`src/rtl/fie_map.svh`:
```
// Functional notes
// - fault reaches collector within ten oscillator cycles
// - fast switching shows fault within 64 us
// - slow switching delay up to 8 ms half-period
// - bi-stable shows fault within 64 us
// - safe state: pins, high impedance or reset
// - exactly two error-out pins, indexed 0 and 1
// - protocol: dual rail, time switching, bi-stable, test
// - after power-on pins high impedance, never operational
// - error flag readable; write 1 fault, 0 operational
// - operational state only on software request
// - operational: at least one pin high, except in test protocol
// - bi-stable pins complementary, polarity chosen by software
// - fault source kept across functional reset
// - failure indication held minimum time after clear
// - software may request whole device reset
`ifndef FIE_MAP_SVH
`define FIE_MAP_SVH

// ============================================================
// sizes
`define FIE_NUM_FAULTS 8
`define FIE_NUM_PINS 2
`define FIE_HOLD_W 16

// ============================================================
// timing
`define FIE_CLK_PERIOD_NS 10
`define FIE_RC_PERIOD_PS 62500
`define FIE_HANDOFF_RC_CYC 10
`define FIE_HANDOFF_CYC ((`FIE_HANDOFF_RC_CYC * `FIE_RC_PERIOD_PS) / (1000 * `FIE_CLK_PERIOD_NS))
`define FIE_FAST_IND_NS 64000
`define FIE_FAST_IND_CYC (`FIE_FAST_IND_NS / `FIE_CLK_PERIOD_NS)
`define FIE_FAST_HALF_NS 32000
`define FIE_FAST_HALF_CYC (`FIE_FAST_HALF_NS / `FIE_CLK_PERIOD_NS)
`define FIE_SLOW_HALF_NS 8000000
`define FIE_SLOW_HALF_CYC (`FIE_SLOW_HALF_NS / `FIE_CLK_PERIOD_NS)

// ============================================================
// reset values
`define FIE_PINS_RST 2'h0
`define FIE_OE_RST 2'h0

`endif

```
`src/rtl/fie_pkg.sv`:
```
`include "fie_map.svh"

package fie_pkg;

    typedef enum logic [1:0] {
        PROTO_DUAL_RAIL = 2'h0,
        PROTO_TIME_SW = 2'h1,
        PROTO_BISTABLE = 2'h2,
        PROTO_TEST = 2'h3
    } fie_proto_e;

    typedef enum logic [1:0] {
        REACT_PINS = 2'h0,
        REACT_HIZ = 2'h1,
        REACT_RESET = 2'h2,
        REACT_SPARE = 2'h3
    } fie_react_e;

    typedef enum logic [3:0] {
        ST_POR = 4'h1,
        ST_FAULT = 4'h2,
        ST_HOLD = 4'h4,
        ST_OPER = 4'h8
    } fie_state_e;

    typedef struct packed {
        fie_proto_e protocol;
        logic fast;
        logic polarity;
        fie_react_e reaction;
        logic [`FIE_NUM_PINS-1:0] test_pins;
        logic [`FIE_HOLD_W-1:0] hold_cyc;
    } fie_cfg_s;

endpackage : fie_pkg

```
`src/rtl/fie_toggle.sv`:
```
`timescale 1ns/1ps

module fie_toggle #(
    parameter int HALF = 4
) (
    // clock and reset
    input wire logic i_core_clk,
    input wire logic i_rst_n,
    // toggle outputs
    output logic o_phase,
    output logic o_tick
);

    localparam int W = (HALF > 1) ? $clog2(HALF) : 1;
    localparam logic [W-1:0] LAST = W'(HALF - 1);

    logic [W-1:0] cnt;

    // ============================================================
    // half-period counter
    always_ff @(posedge i_core_clk) begin
        if (!i_rst_n) begin
            cnt <= '0;
            o_phase <= 1'b0;
            o_tick <= 1'b0;
        end else if (cnt == LAST) begin
            cnt <= '0;
            o_phase <= ~o_phase;
            o_tick <= 1'b1;
        end else begin
            cnt <= cnt + 1'b1;
            o_tick <= 1'b0;
        end
    end

endmodule : fie_toggle

```
`src/rtl/fie_top.sv`:
```
`timescale 1ns/1ps
`include "fie_map.svh"

module fie_top #(
    parameter int SLOW_HALF_CYC = `FIE_SLOW_HALF_CYC
) (
    // clock and resets
    input wire logic i_core_clk,
    input wire logic i_rst_n,
    input wire logic i_func_rst_n,
    // fault inputs from safety mechanisms
    input wire logic [`FIE_NUM_FAULTS-1:0] i_fault_in,
    // software control
    input wire fie_pkg::fie_cfg_s i_cfg,
    input wire logic i_sw_err_wr,
    input wire logic i_sw_err_wdata,
    input wire logic [`FIE_NUM_FAULTS-1:0] i_sw_fault_clr,
    input wire logic i_sw_reset_req,
    // status
    output logic o_err_status,
    output logic [`FIE_NUM_FAULTS-1:0] o_fault_src,
    // error-out pins
    output logic [`FIE_NUM_PINS-1:0] o_error_out_pins,
    output logic [`FIE_NUM_PINS-1:0] o_error_out_oe,
    // safe-state reactions
    output logic o_outputs_hiz,
    output logic o_reset_req
);

    localparam int HANDOFF_CYC = `FIE_HANDOFF_CYC;
    localparam int FAST_IND_CYC = `FIE_FAST_IND_CYC;

    fie_pkg::fie_state_e state;
    fie_pkg::fie_state_e next_state;
    logic rst_all_n;
    logic [`FIE_HOLD_W-1:0] hold_cnt;
    logic show_fail;
    logic next_show_fail;
    logic fast_phase;
    logic fast_tick;
    logic slow_phase;
    logic slow_tick;
    logic phase;
    logic tick;
    logic toggling;
    logic any_fault;
    logic sw_oper;
    logic [`FIE_NUM_PINS-1:0] next_pins;
    logic [`FIE_NUM_PINS-1:0] next_oe;

    assign rst_all_n = i_rst_n & i_func_rst_n;
    assign any_fault = (|o_fault_src) | (|i_fault_in);
    assign sw_oper = i_sw_err_wr & ~i_sw_err_wdata;

    // ============================================================
    // toggle sources
    fie_toggle #(.HALF(`FIE_FAST_HALF_CYC)) u_fast (
        .i_core_clk(i_core_clk),
        .i_rst_n(rst_all_n),
        .o_phase(fast_phase),
        .o_tick(fast_tick)
    );

    fie_toggle #(.HALF(SLOW_HALF_CYC)) u_slow (
        .i_core_clk(i_core_clk),
        .i_rst_n(rst_all_n),
        .o_phase(slow_phase),
        .o_tick(slow_tick)
    );

    assign phase = i_cfg.fast ? fast_phase : slow_phase;
    assign tick = i_cfg.fast ? fast_tick : slow_tick;
    assign toggling = (i_cfg.protocol == fie_pkg::PROTO_DUAL_RAIL) ||
                      (i_cfg.protocol == fie_pkg::PROTO_TIME_SW);

    // ============================================================
    // fault source latch, kept over functional reset
    always_ff @(posedge i_core_clk) begin
        if (!i_rst_n) begin
            o_fault_src <= '0;
        end else begin
            o_fault_src <= (o_fault_src & ~i_sw_fault_clr) | i_fault_in;
        end
    end

    // ============================================================
    // collector state
    always_comb begin
        next_state = state;
        unique case (state)
            fie_pkg::ST_POR: begin
                if (any_fault || (i_sw_err_wr && i_sw_err_wdata)) begin
                    next_state = fie_pkg::ST_FAULT;
                end else if (sw_oper) begin
                    next_state = fie_pkg::ST_OPER;
                end
            end
            fie_pkg::ST_FAULT: begin
                if (sw_oper && !any_fault) begin
                    next_state = fie_pkg::ST_HOLD;
                end
            end
            fie_pkg::ST_HOLD: begin
                if (any_fault || (i_sw_err_wr && i_sw_err_wdata)) begin
                    next_state = fie_pkg::ST_FAULT;
                end else if (hold_cnt >= i_cfg.hold_cyc) begin
                    next_state = fie_pkg::ST_OPER;
                end
            end
            fie_pkg::ST_OPER: begin
                if (any_fault || (i_sw_err_wr && i_sw_err_wdata)) begin
                    next_state = fie_pkg::ST_FAULT;
                end
            end
        endcase
    end

    always_ff @(posedge i_core_clk) begin
        if (!rst_all_n) begin
            state <= fie_pkg::ST_POR;
        end else begin
            state <= next_state;
        end
    end

    always_ff @(posedge i_core_clk) begin
        if (!rst_all_n) begin
            hold_cnt <= '0;
        end else if (state == fie_pkg::ST_HOLD) begin
            if (hold_cnt != '1) begin
                hold_cnt <= hold_cnt + 1'b1;
            end
        end else begin
            hold_cnt <= '0;
        end
    end

    always_ff @(posedge i_core_clk) begin
        if (!rst_all_n) begin
            o_err_status <= 1'b1;
        end else begin
            o_err_status <= (next_state != fie_pkg::ST_OPER);
        end
    end

    // ============================================================
    // indication timing: slow toggling waits for its half-period edge
    always_comb begin
        next_show_fail = show_fail;
        if (!toggling || i_cfg.fast || tick || state == fie_pkg::ST_POR) begin
            next_show_fail = (state != fie_pkg::ST_OPER);
        end
    end

    always_ff @(posedge i_core_clk) begin
        if (!rst_all_n) begin
            show_fail <= 1'b1;
        end else begin
            show_fail <= next_show_fail;
        end
    end

    // ============================================================
    // error-out pin protocols
    always_comb begin
        next_oe = {`FIE_NUM_PINS{1'b1}};
        next_pins = 2'h0;
        unique case (i_cfg.protocol)
            fie_pkg::PROTO_DUAL_RAIL: begin
                next_pins = show_fail ? 2'h0 : {~phase, phase};
            end
            fie_pkg::PROTO_TIME_SW: begin
                next_pins = show_fail ? 2'h0 : {1'b1, phase};
            end
            fie_pkg::PROTO_BISTABLE: begin
                next_pins = {~i_cfg.polarity, i_cfg.polarity} ^ {2{show_fail}};
            end
            fie_pkg::PROTO_TEST: begin
                next_pins = i_cfg.test_pins;
            end
        endcase
        if (state == fie_pkg::ST_POR) begin
            next_oe = `FIE_OE_RST;
        end
    end

    always_ff @(posedge i_core_clk) begin
        if (!rst_all_n) begin
            o_error_out_pins <= `FIE_PINS_RST;
            o_error_out_oe <= `FIE_OE_RST;
        end else begin
            o_error_out_pins <= next_pins;
            o_error_out_oe <= next_oe;
        end
    end

    // ============================================================
    // safe-state reactions
    always_ff @(posedge i_core_clk) begin
        if (!rst_all_n) begin
            o_outputs_hiz <= 1'b0;
            o_reset_req <= 1'b0;
        end else begin
            o_outputs_hiz <= (next_state == fie_pkg::ST_FAULT) &&
                             (i_cfg.reaction == fie_pkg::REACT_HIZ);
            o_reset_req <= i_sw_reset_req || ((next_state == fie_pkg::ST_FAULT) &&
                           (i_cfg.reaction == fie_pkg::REACT_RESET));
        end
    end

    // ============================================================
    // assertions
    logic [31:0] wait_cnt;
    always_ff @(posedge i_core_clk) begin
        if (!rst_all_n || show_fail || state == fie_pkg::ST_OPER) begin
            wait_cnt <= '0;
        end else begin
            wait_cnt <= wait_cnt + 32'h1;
        end
    end

    a_fault_handoff: assert property (@(posedge i_core_clk) disable iff (!i_rst_n)
        |i_fault_in |-> ##[1:HANDOFF_CYC] (o_err_status && (o_fault_src != '0)))
        else $error("fault not handed to collector in time");

    // cycles since a fast-mode fault arrived with the failure pattern still off
    logic [12:0] fast_wait;
    always_ff @(posedge i_core_clk) begin
        if (!rst_all_n || show_fail || !i_cfg.fast) begin
            fast_wait <= '0;
        end else if ((|i_fault_in) || (fast_wait != '0)) begin
            fast_wait <= fast_wait + 13'h1;
        end
    end

    a_fast_indicate: assert property (@(posedge i_core_clk) disable iff (!rst_all_n)
        fast_wait <= 13'(FAST_IND_CYC))
        else $error("fast switching indication late");

    a_slow_bound: assert property (@(posedge i_core_clk) disable iff (!rst_all_n)
        wait_cnt <= 32'(SLOW_HALF_CYC) + 32'h2)
        else $error("slow switching indication beyond half period");

    a_bistable_fault: assert property (@(posedge i_core_clk) disable iff (!rst_all_n)
        (state == fie_pkg::ST_OPER && |i_fault_in &&
         i_cfg.protocol == fie_pkg::PROTO_BISTABLE) |=> ##2
        (o_error_out_pins == ~{~$past(i_cfg.polarity, 3), $past(i_cfg.polarity, 3)}))
        else $error("bistable indication not inverted");

    a_hiz_react: assert property (@(posedge i_core_clk) disable iff (!rst_all_n)
        (next_state == fie_pkg::ST_FAULT && i_cfg.reaction == fie_pkg::REACT_HIZ)
        |=> o_outputs_hiz)
        else $error("high impedance reaction missing");

    a_por_tristate: assert property (@(posedge i_core_clk)
        !i_rst_n |=> (o_error_out_oe == 2'h0 && o_err_status))
        else $error("pins driven after power-on reset");

    a_sw_flag: assert property (@(posedge i_core_clk) disable iff (!rst_all_n)
        (i_sw_err_wr && i_sw_err_wdata) |=> o_err_status)
        else $error("software fault write not shown");

    a_no_auto_oper: assert property (@(posedge i_core_clk) disable iff (!rst_all_n)
        (state == fie_pkg::ST_POR && next_state == fie_pkg::ST_OPER) |-> sw_oper)
        else $error("operational without software request");

    a_oper_high: assert property (@(posedge i_core_clk) disable iff (!rst_all_n)
        (state == fie_pkg::ST_OPER && !show_fail && i_cfg.protocol != fie_pkg::PROTO_TEST)
        |=> (|o_error_out_pins))
        else $error("no pin high while operational");

    a_bistable_comp: assert property (@(posedge i_core_clk) disable iff (!rst_all_n)
        (i_cfg.protocol == fie_pkg::PROTO_BISTABLE) |=>
        (o_error_out_pins[0] != o_error_out_pins[1]))
        else $error("bistable pins not complementary");

    a_src_keep: assert property (@(posedge i_core_clk) disable iff (!i_rst_n)
        (!i_func_rst_n && i_fault_in == '0 && i_sw_fault_clr == '0) |=> $stable(o_fault_src))
        else $error("fault source lost on functional reset");

    a_hold_min: assert property (@(posedge i_core_clk) disable iff (!rst_all_n)
        (state == fie_pkg::ST_HOLD && hold_cnt < i_cfg.hold_cyc) |=> state != fie_pkg::ST_OPER)
        else $error("failure indication left too early");

    a_sw_reset: assert property (@(posedge i_core_clk) disable iff (!rst_all_n)
        i_sw_reset_req |=> o_reset_req)
        else $error("software reset request dropped");

endmodule : fie_top

```
`config.mk`:
```
export PLATFORM = sky130hd
export DESIGN_NAME = fie_top
export DESIGN_NICKNAME = d
export VERILOG_FILES = /design/src/rtl/fie_pkg.sv /design/src/rtl/fie_toggle.sv /design/src/rtl/fie_top.sv
export VERILOG_INCLUDE_DIRS = /design/src /design/src/rtl
export SDC_FILE = /design/constraint.sdc
export NUM_CORES = 1
export LEC_CHECK = 0
export BUFFER_PORTS_ARGS = -buffer_cell sky130_fd_sc_hd__buf_2
export CAP_MARGIN = 20
export CORE_ASPECT_RATIO = 1.2
export CORE_MARGIN = 4
export CORE_UTILIZATION = 55
export CTS_CLUSTER_DIAMETER = 100
export DETAILED_ROUTE_END_ITERATION = 8
export GPL_TIMING_DRIVEN = 0
export PLACE_DENSITY = 0.79
export SYNTH_ARGS = -nofsm -noshare
export SYNTH_HDL_FRONTEND = slang
export SYNTH_SLANG_ARGS = --single-unit
```
`constraint.sdc`:
```
create_clock -name i_core_clk -period 3.8 [get_ports i_core_clk]
set_input_delay 0.38 -clock i_core_clk [delete_from_list [all_inputs] [get_ports i_core_clk]]
set_output_delay 0.38 -clock i_core_clk [all_outputs]
set_load 0.03 [all_outputs]
```
-- Yosys cells after proc, flatten, opt, wreduce, memory -nomap -nowiden
Cells that the tools add are included.
- output and inout bits: 15
- word-level logic and storage cells: 80
- register bits after elaboration: 72
- $lt $le $gt $ge: 1
- bitwise logic cells: 13
- reduce and logical (&&, ||, !) cells: 18
- add/sub/neg operators: 3
- equality and inequality tests: 15
- muxes and demuxes: 15
- operator list (cell ; count):
    $mux W4 ; 6
    $add A20 B1 Y20 const B ; 1
    $eq A20 B20 Y1 const B ; 1
    $add A16 B1 Y16 const B ; 1
    $ge A16 B16 Y1 ; 1
    $ne A16 B16 Y1 const B ; 1
    $pmux W4 S4 ; 1
    $reduce_or A8 Y1 ; 2
    $add A12 B1 Y12 const B ; 1
    $eq A12 B12 Y1 const B ; 1
    $and A8 B8 Y8 ; 1
    $eq A4 B2 Y1 const B ; 2
    $ne A4 B4 Y1 const B ; 2
    $not A8 Y8 ; 1
    $or A8 B8 Y8 ; 1
    $pmux W2 S4 ; 1
    $eq A2 B2 Y1 const B ; 3
    $logic_or A1 B1 Y1 ; 6
    $mux W2 ; 3
    $not A1 Y1 ; 6
    $eq A2 B1 Y1 const B ; 2
    $eq A4 B1 Y1 const B ; 1
    $eq A4 B3 Y1 const B ; 1
    $eq A4 B4 Y1 const B ; 1
    9 further kinds ; 18

-- Depth between registers and ports, before layout
- word-level depth: 9
- gate-level depth with buffers: 8
- gate-level depth less buffers: 8

-- By module
Synthesis repeated with hierarchy kept, for this count alone.
- cell total of the unflattened synthesis: 423
- area, all modules: 3659.8 um^2
- by module, submodules not included (module ; area each (um^2) ; times used ; cells an instance ; sequential area each (um^2)):
    fie_top ; 2043.2 ; 1 ; 252 ; 700.7
    fie_toggle at u_slow ; 991.0 ; 1 ; 107 ; 440.4
    fie_toggle at u_fast ; 625.6 ; 1 ; 64 ; 280.3

-- Worst setup path before layout
No wires, ideal clock.
- path type: input to register
- start point: input i_cfg[15] (netlist bit)
- end point: register o_reset_req
- required time: 3.699 ns
- setup time: 0.101 ns
- arrival time: 1.833 ns
- path buffers: 0
- cell stages on the path: 8
- slack: 1.866 ns
- cell sequence: inv_1 -> ha_1 -> and4_1 -> nand2_1 -> a2111oi_0 -> nand4bb_4 -> a31oi_1 -> o41ai_1
- cells in the longest elaborated chain, start to end: 7
- RTL lines (element ; RTL line ; text):
    from (decl) ; fie_top.sv:14 ; input wire fie_pkg::fie_cfg_s i_cfg,
    $ge A16 B16 Y1 ; fie_top.sv:106 ; end else if (hold_cnt >= i_cfg.hold_cyc) begin
    $mux W4 ; fie_top.sv:106 ;
    $mux W4 ; fie_top.sv:104 ; if (any_fault || (i_sw_err_wr && i_sw_err_wdata)) begin
    $pmux W4 S4 ; fie_top.sv:90 ; unique case (state)
    $eq A4 B2 Y1 ; fie_top.sv:206 ; o_reset_req <= i_sw_reset_req || ((next_state == fie_pkg::ST_FAULT) &&
    $logic_and A1 B1 Y1 ; fie_top.sv:206 ;
    $logic_or A1 B1 Y1 ; fie_top.sv:206 ;
    to (signal assigned) ; fie_top.sv:206 ;
    to (decl) ; fie_top.sv:27 ; output logic o_reset_req
No other way between the ends.
A chain may end at the register's enable or synchronous reset.

-- Final worst setup path
- start point: register hold_cnt[15]
- end point: register o_outputs_hiz
- cells in the longest elaborated chain, start to end: 6
- RTL lines (element ; RTL line ; text):
    from (decl) ; fie_top.sv:36 ; logic [`FIE_HOLD_W-1:0] hold_cnt;
    from (signal assigned) ; fie_top.sv:131 ; hold_cnt <= hold_cnt + 1'b1;
    $ge A16 B16 Y1 ; fie_top.sv:106 ;
    $mux W4 ; fie_top.sv:106 ;
    $mux W4 ; fie_top.sv:104 ;
    $pmux W4 S4 ; fie_top.sv:90 ;
    $eq A4 B2 Y1 ; fie_top.sv:204 ; o_outputs_hiz <= (next_state == fie_pkg::ST_FAULT) &&
    $logic_and A1 B1 Y1 ; fie_top.sv:204 ;
    to (signal assigned) ; fie_top.sv:204 ;
    to (decl) ; fie_top.sv:26 ; output logic o_outputs_hiz,
No other way between the ends.

==> reports/qor.txt <==
Outcome = completed
Synth cell types = 47
Most frequent cells in the layout = 70 x dfxtp_1, 60 x nor2_1, 59 x buf_2, 33 x nand2_1, 27 x xor2_1
Crit end category = flip-flop
Clk sinks = 70
First-pass GRT wire length = 11900 um
Clock power share = 48.2%
Maximum vdd ir drop = 195 uV
Input/output buffers = 59
TritonRoute pass-1 iters = 4
Routed vias/inst = 5.32
Main synth FF type = dfxtp_1
Pin slew with the least headroom to its limit = 0.657 ns
Setup repair bufs after CTS = 0
Avg WL per Cell = 12.8 um
Setup TNS = 0 ns
Die footprint = 7550 um^2
Antenna diode count = 0
NetSw = 0.000358 W
Met1 Use GR = 22.3%
Worst hold start = i_cfg[19]
Busiest grt layer = met2
GPL Wtd Cong = 0.823
CP Data Required Time = 4.04 ns
Max-cap violation count = 0
CTS tree = done
Synthesized area per cell = 8.61 um^2
Layout cell share with drive strength beyond 1 = 17.6%
FF-to-FF path depth = 7
Clk buf depth = 2
Worst Hold End = o_outputs_hiz$_SDFF_PN0_
CTS Root Cell = clkbuf_8
HP Class = input port to flip-flop
CTS Hold Bufs = 0
CP Launch Type = flip-flop
Die height = 94.4 um
CTS resizes = 0
Placed cell area = 3820 um^2
CTS HTree Levels = 3
Starting Density = 56.5%
P_leak = 1.66 nW
GRT Residual Overflow = 0
Total core area = 6050 um^2
HPWL after DPL = 5260 um
Most common cell after layout, fill and taps aside = dfxtp_1
Gr usage total = 19.5%
Hold-critical path depth = 2
Max-slew headroom = 55.1%
Post-place setup slack = 1.25 ns
Flop-to-flop setup slack = 1.31 ns
Vias in the first global route = 2831
Residual DRC = 0
Num ports = 61
Maximum clock rate = 402 MHz
Worst-skew pair later-pin latency = 0.35 ns
GR Util met3 = 4.96%
Reg2reg end = o_outputs_hiz$_SDFF_PN0_
Net Sw Frac = 21.6%
Final wirelength = 7070 um
Async SR Flop Fraction = 0%
Pin count of the biggest net entering global routing = 14
WS Path Type = flip-flop to flip-flop
Layout Nets = 532
Final period util = 65.4%
PwrDens = 404 nW/um^2
Crit-path max FO = 6
Sequential power share = 45.5%
Sequential area share after synthesis = 41.0%
Ys Warns = 0
Final Hold Viols = 0
Minimum clock period = 2.49 ns
Initial antenna violation count = 1
Iter 0 DRT Violations = 92
Post-Syn Area = 3420 um^2
Final hold slack = 0.213 ns
CTS Buf Count = 9
Area grow syn2layout = 19.5%
Mapped Cells = 397
Post-route setup slack = 1.31 ns
Setup repair after global routing missed its margin = no
Remaining antenna violation count = 0
Via Count = 2945
Final instance area = 4090 um^2
Worst R2R Start = hold_cnt[15]$_SDFFE_PN0P_
Combinational Power Share = 6.3%
#FFs+latches synth = 70
CTS clk-pin slew, worst paths = 0.08 ns
WP data arrival = 2.73 ns
Slew Viols, Final = 0
Final setup viols = 0
Cell-internal power = 0.00129 W
Clk_skew = 0.0107 ns
Mapped Nets = 462
Die X = 80.0 um
EDFF count, synth = 0
Num rows = 31
GR Util met2 = 35.1%
-- cells by family (layout without fill, tap and decap cells) --
logic type	count (synthesis)	after routing	share of synthesized area, %
multiplexers	3	3	0.878
AND/OR/NAND/NOR	181	181	27.6
XOR/XNOR	40	40	10.2
AO/OA/AOI/OAI	53	53	9.62
flip-flops	70	70	41.0
adder cells (fa/ha/maj)	19	19	6.95
buffers and inverters	31	106	3.77
-- stage by stage --
stage / util (%) / instances / power [W]
3_5_place_dp: 63.1 / 538 / 0.000872
2_1_floorplan: - / 397 / 0.000827
6_report: 67.6 / 554 / 0.00165
3_3_place_gp: 63.1 / 538 / 0.000869
5_1_grt: 67.6 / 554 / 0.00171
4_1_cts: 67.6 / 554 / 0.00166
-- sequential cells by signal, indices dropped and copies added, names as in the netlist, 2 cells and up --
register / count
state: 4
o_error_out_pins: 2
o_fault_src: 8
u_fast.cnt: 12
u_slow.cnt: 20
hold_cnt: 16
-- Yosys cell counts (4+ instances only) --
cell type	instances	area (um^2)
a21oi_1	17	85.1
a31oi_1	4	25.0
and3_1	9	56.3
clkbuf_1	6	22.5
dfxtp_1	70	1400
ha_1	19	238
inv_1	22	82.6
nand2_1	33	124
nand3_1	21	105
nand4_1	12	75.1
nor2_1	60	225
nor2b_1	10	62.6
nor3_1	6	30.0
nor4_1	4	25.0
nor4b_1	4	35.0
o21a_1	10	75.1
o21ai_0	11	55.1
or3_1	4	25.0
xnor2_1	13	114
xor2_1	27	236
-- area by class of cell --
cell class              count  area (um^2)
plain buffers               9         46.3
clock buffers               9          124
clock inverters             7          146
fillers                   505         1960
inverters                  22         82.6
multi-input cells         296         1890
flip-flops and latches     70         1400
well taps                  82          103
repair buffers             59          295
-- power groups by stage --
stage / Combinational (W) / Clock (W) / Sequential [W]
3_3_place_gp: 0.000101 / 0 / 0.000768
2_1_floorplan: 0.0000441 / 0 / 0.000783
5_1_grt: 0.000116 / 0.000839 / 0.000753
4_1_cts: 0.000105 / 0.000807 / 0.000751
6_report: 0.000104 / 0.000797 / 0.000751
3_5_place_dp: 0.000104 / 0 / 0.000769
-- worst max-delay path by stage --
stage | startpoint | end | slack (ns) | depth (start not counted)
5_1_grt | hold_cnt[15]$_SDFFE_PN0P_ | o_reset_req$_SDFF_PN0_ | 1.13 | 7
6_report | hold_cnt[15]$_SDFFE_PN0P_ | o_outputs_hiz$_SDFF_PN0_ | 1.31 | 7
3_3_place_gp | i_cfg[15] | o_reset_req$_SDFF_PN0_ | 1.32 | 9
4_1_cts | hold_cnt[15]$_SDFFE_PN0P_ | o_outputs_hiz$_SDFF_PN0_ | 1.35 | 7
3_5_place_dp | i_cfg[15] | o_outputs_hiz$_SDFF_PN0_ | 1.25 | 9
2_1_floorplan | i_cfg[15] | o_reset_req$_SDFF_PN0_ | 1.87 | 8
-- layer usage --
layer  vias to the layer above  share of wire (%)  wire, um
met2                        76                 50      3530
met1                      1340                 43      3010
met4                         2                1.8       125
met5                         -               0.18        13
met3                        15                5.6       399
li1                       1512                  -         -
-- critical path: stages (launching register included) --
cell and delay (ns):
dfxtp_1 0.38, ha_1 0.33, and4_1 0.25, nand2_1 0.10
a2111oi_0 0.54, nand4bb_4 0.29, a31oi_1 0.16, nor4b_1 0.34
No activity file was read; power rests on OpenSTA's default activity.
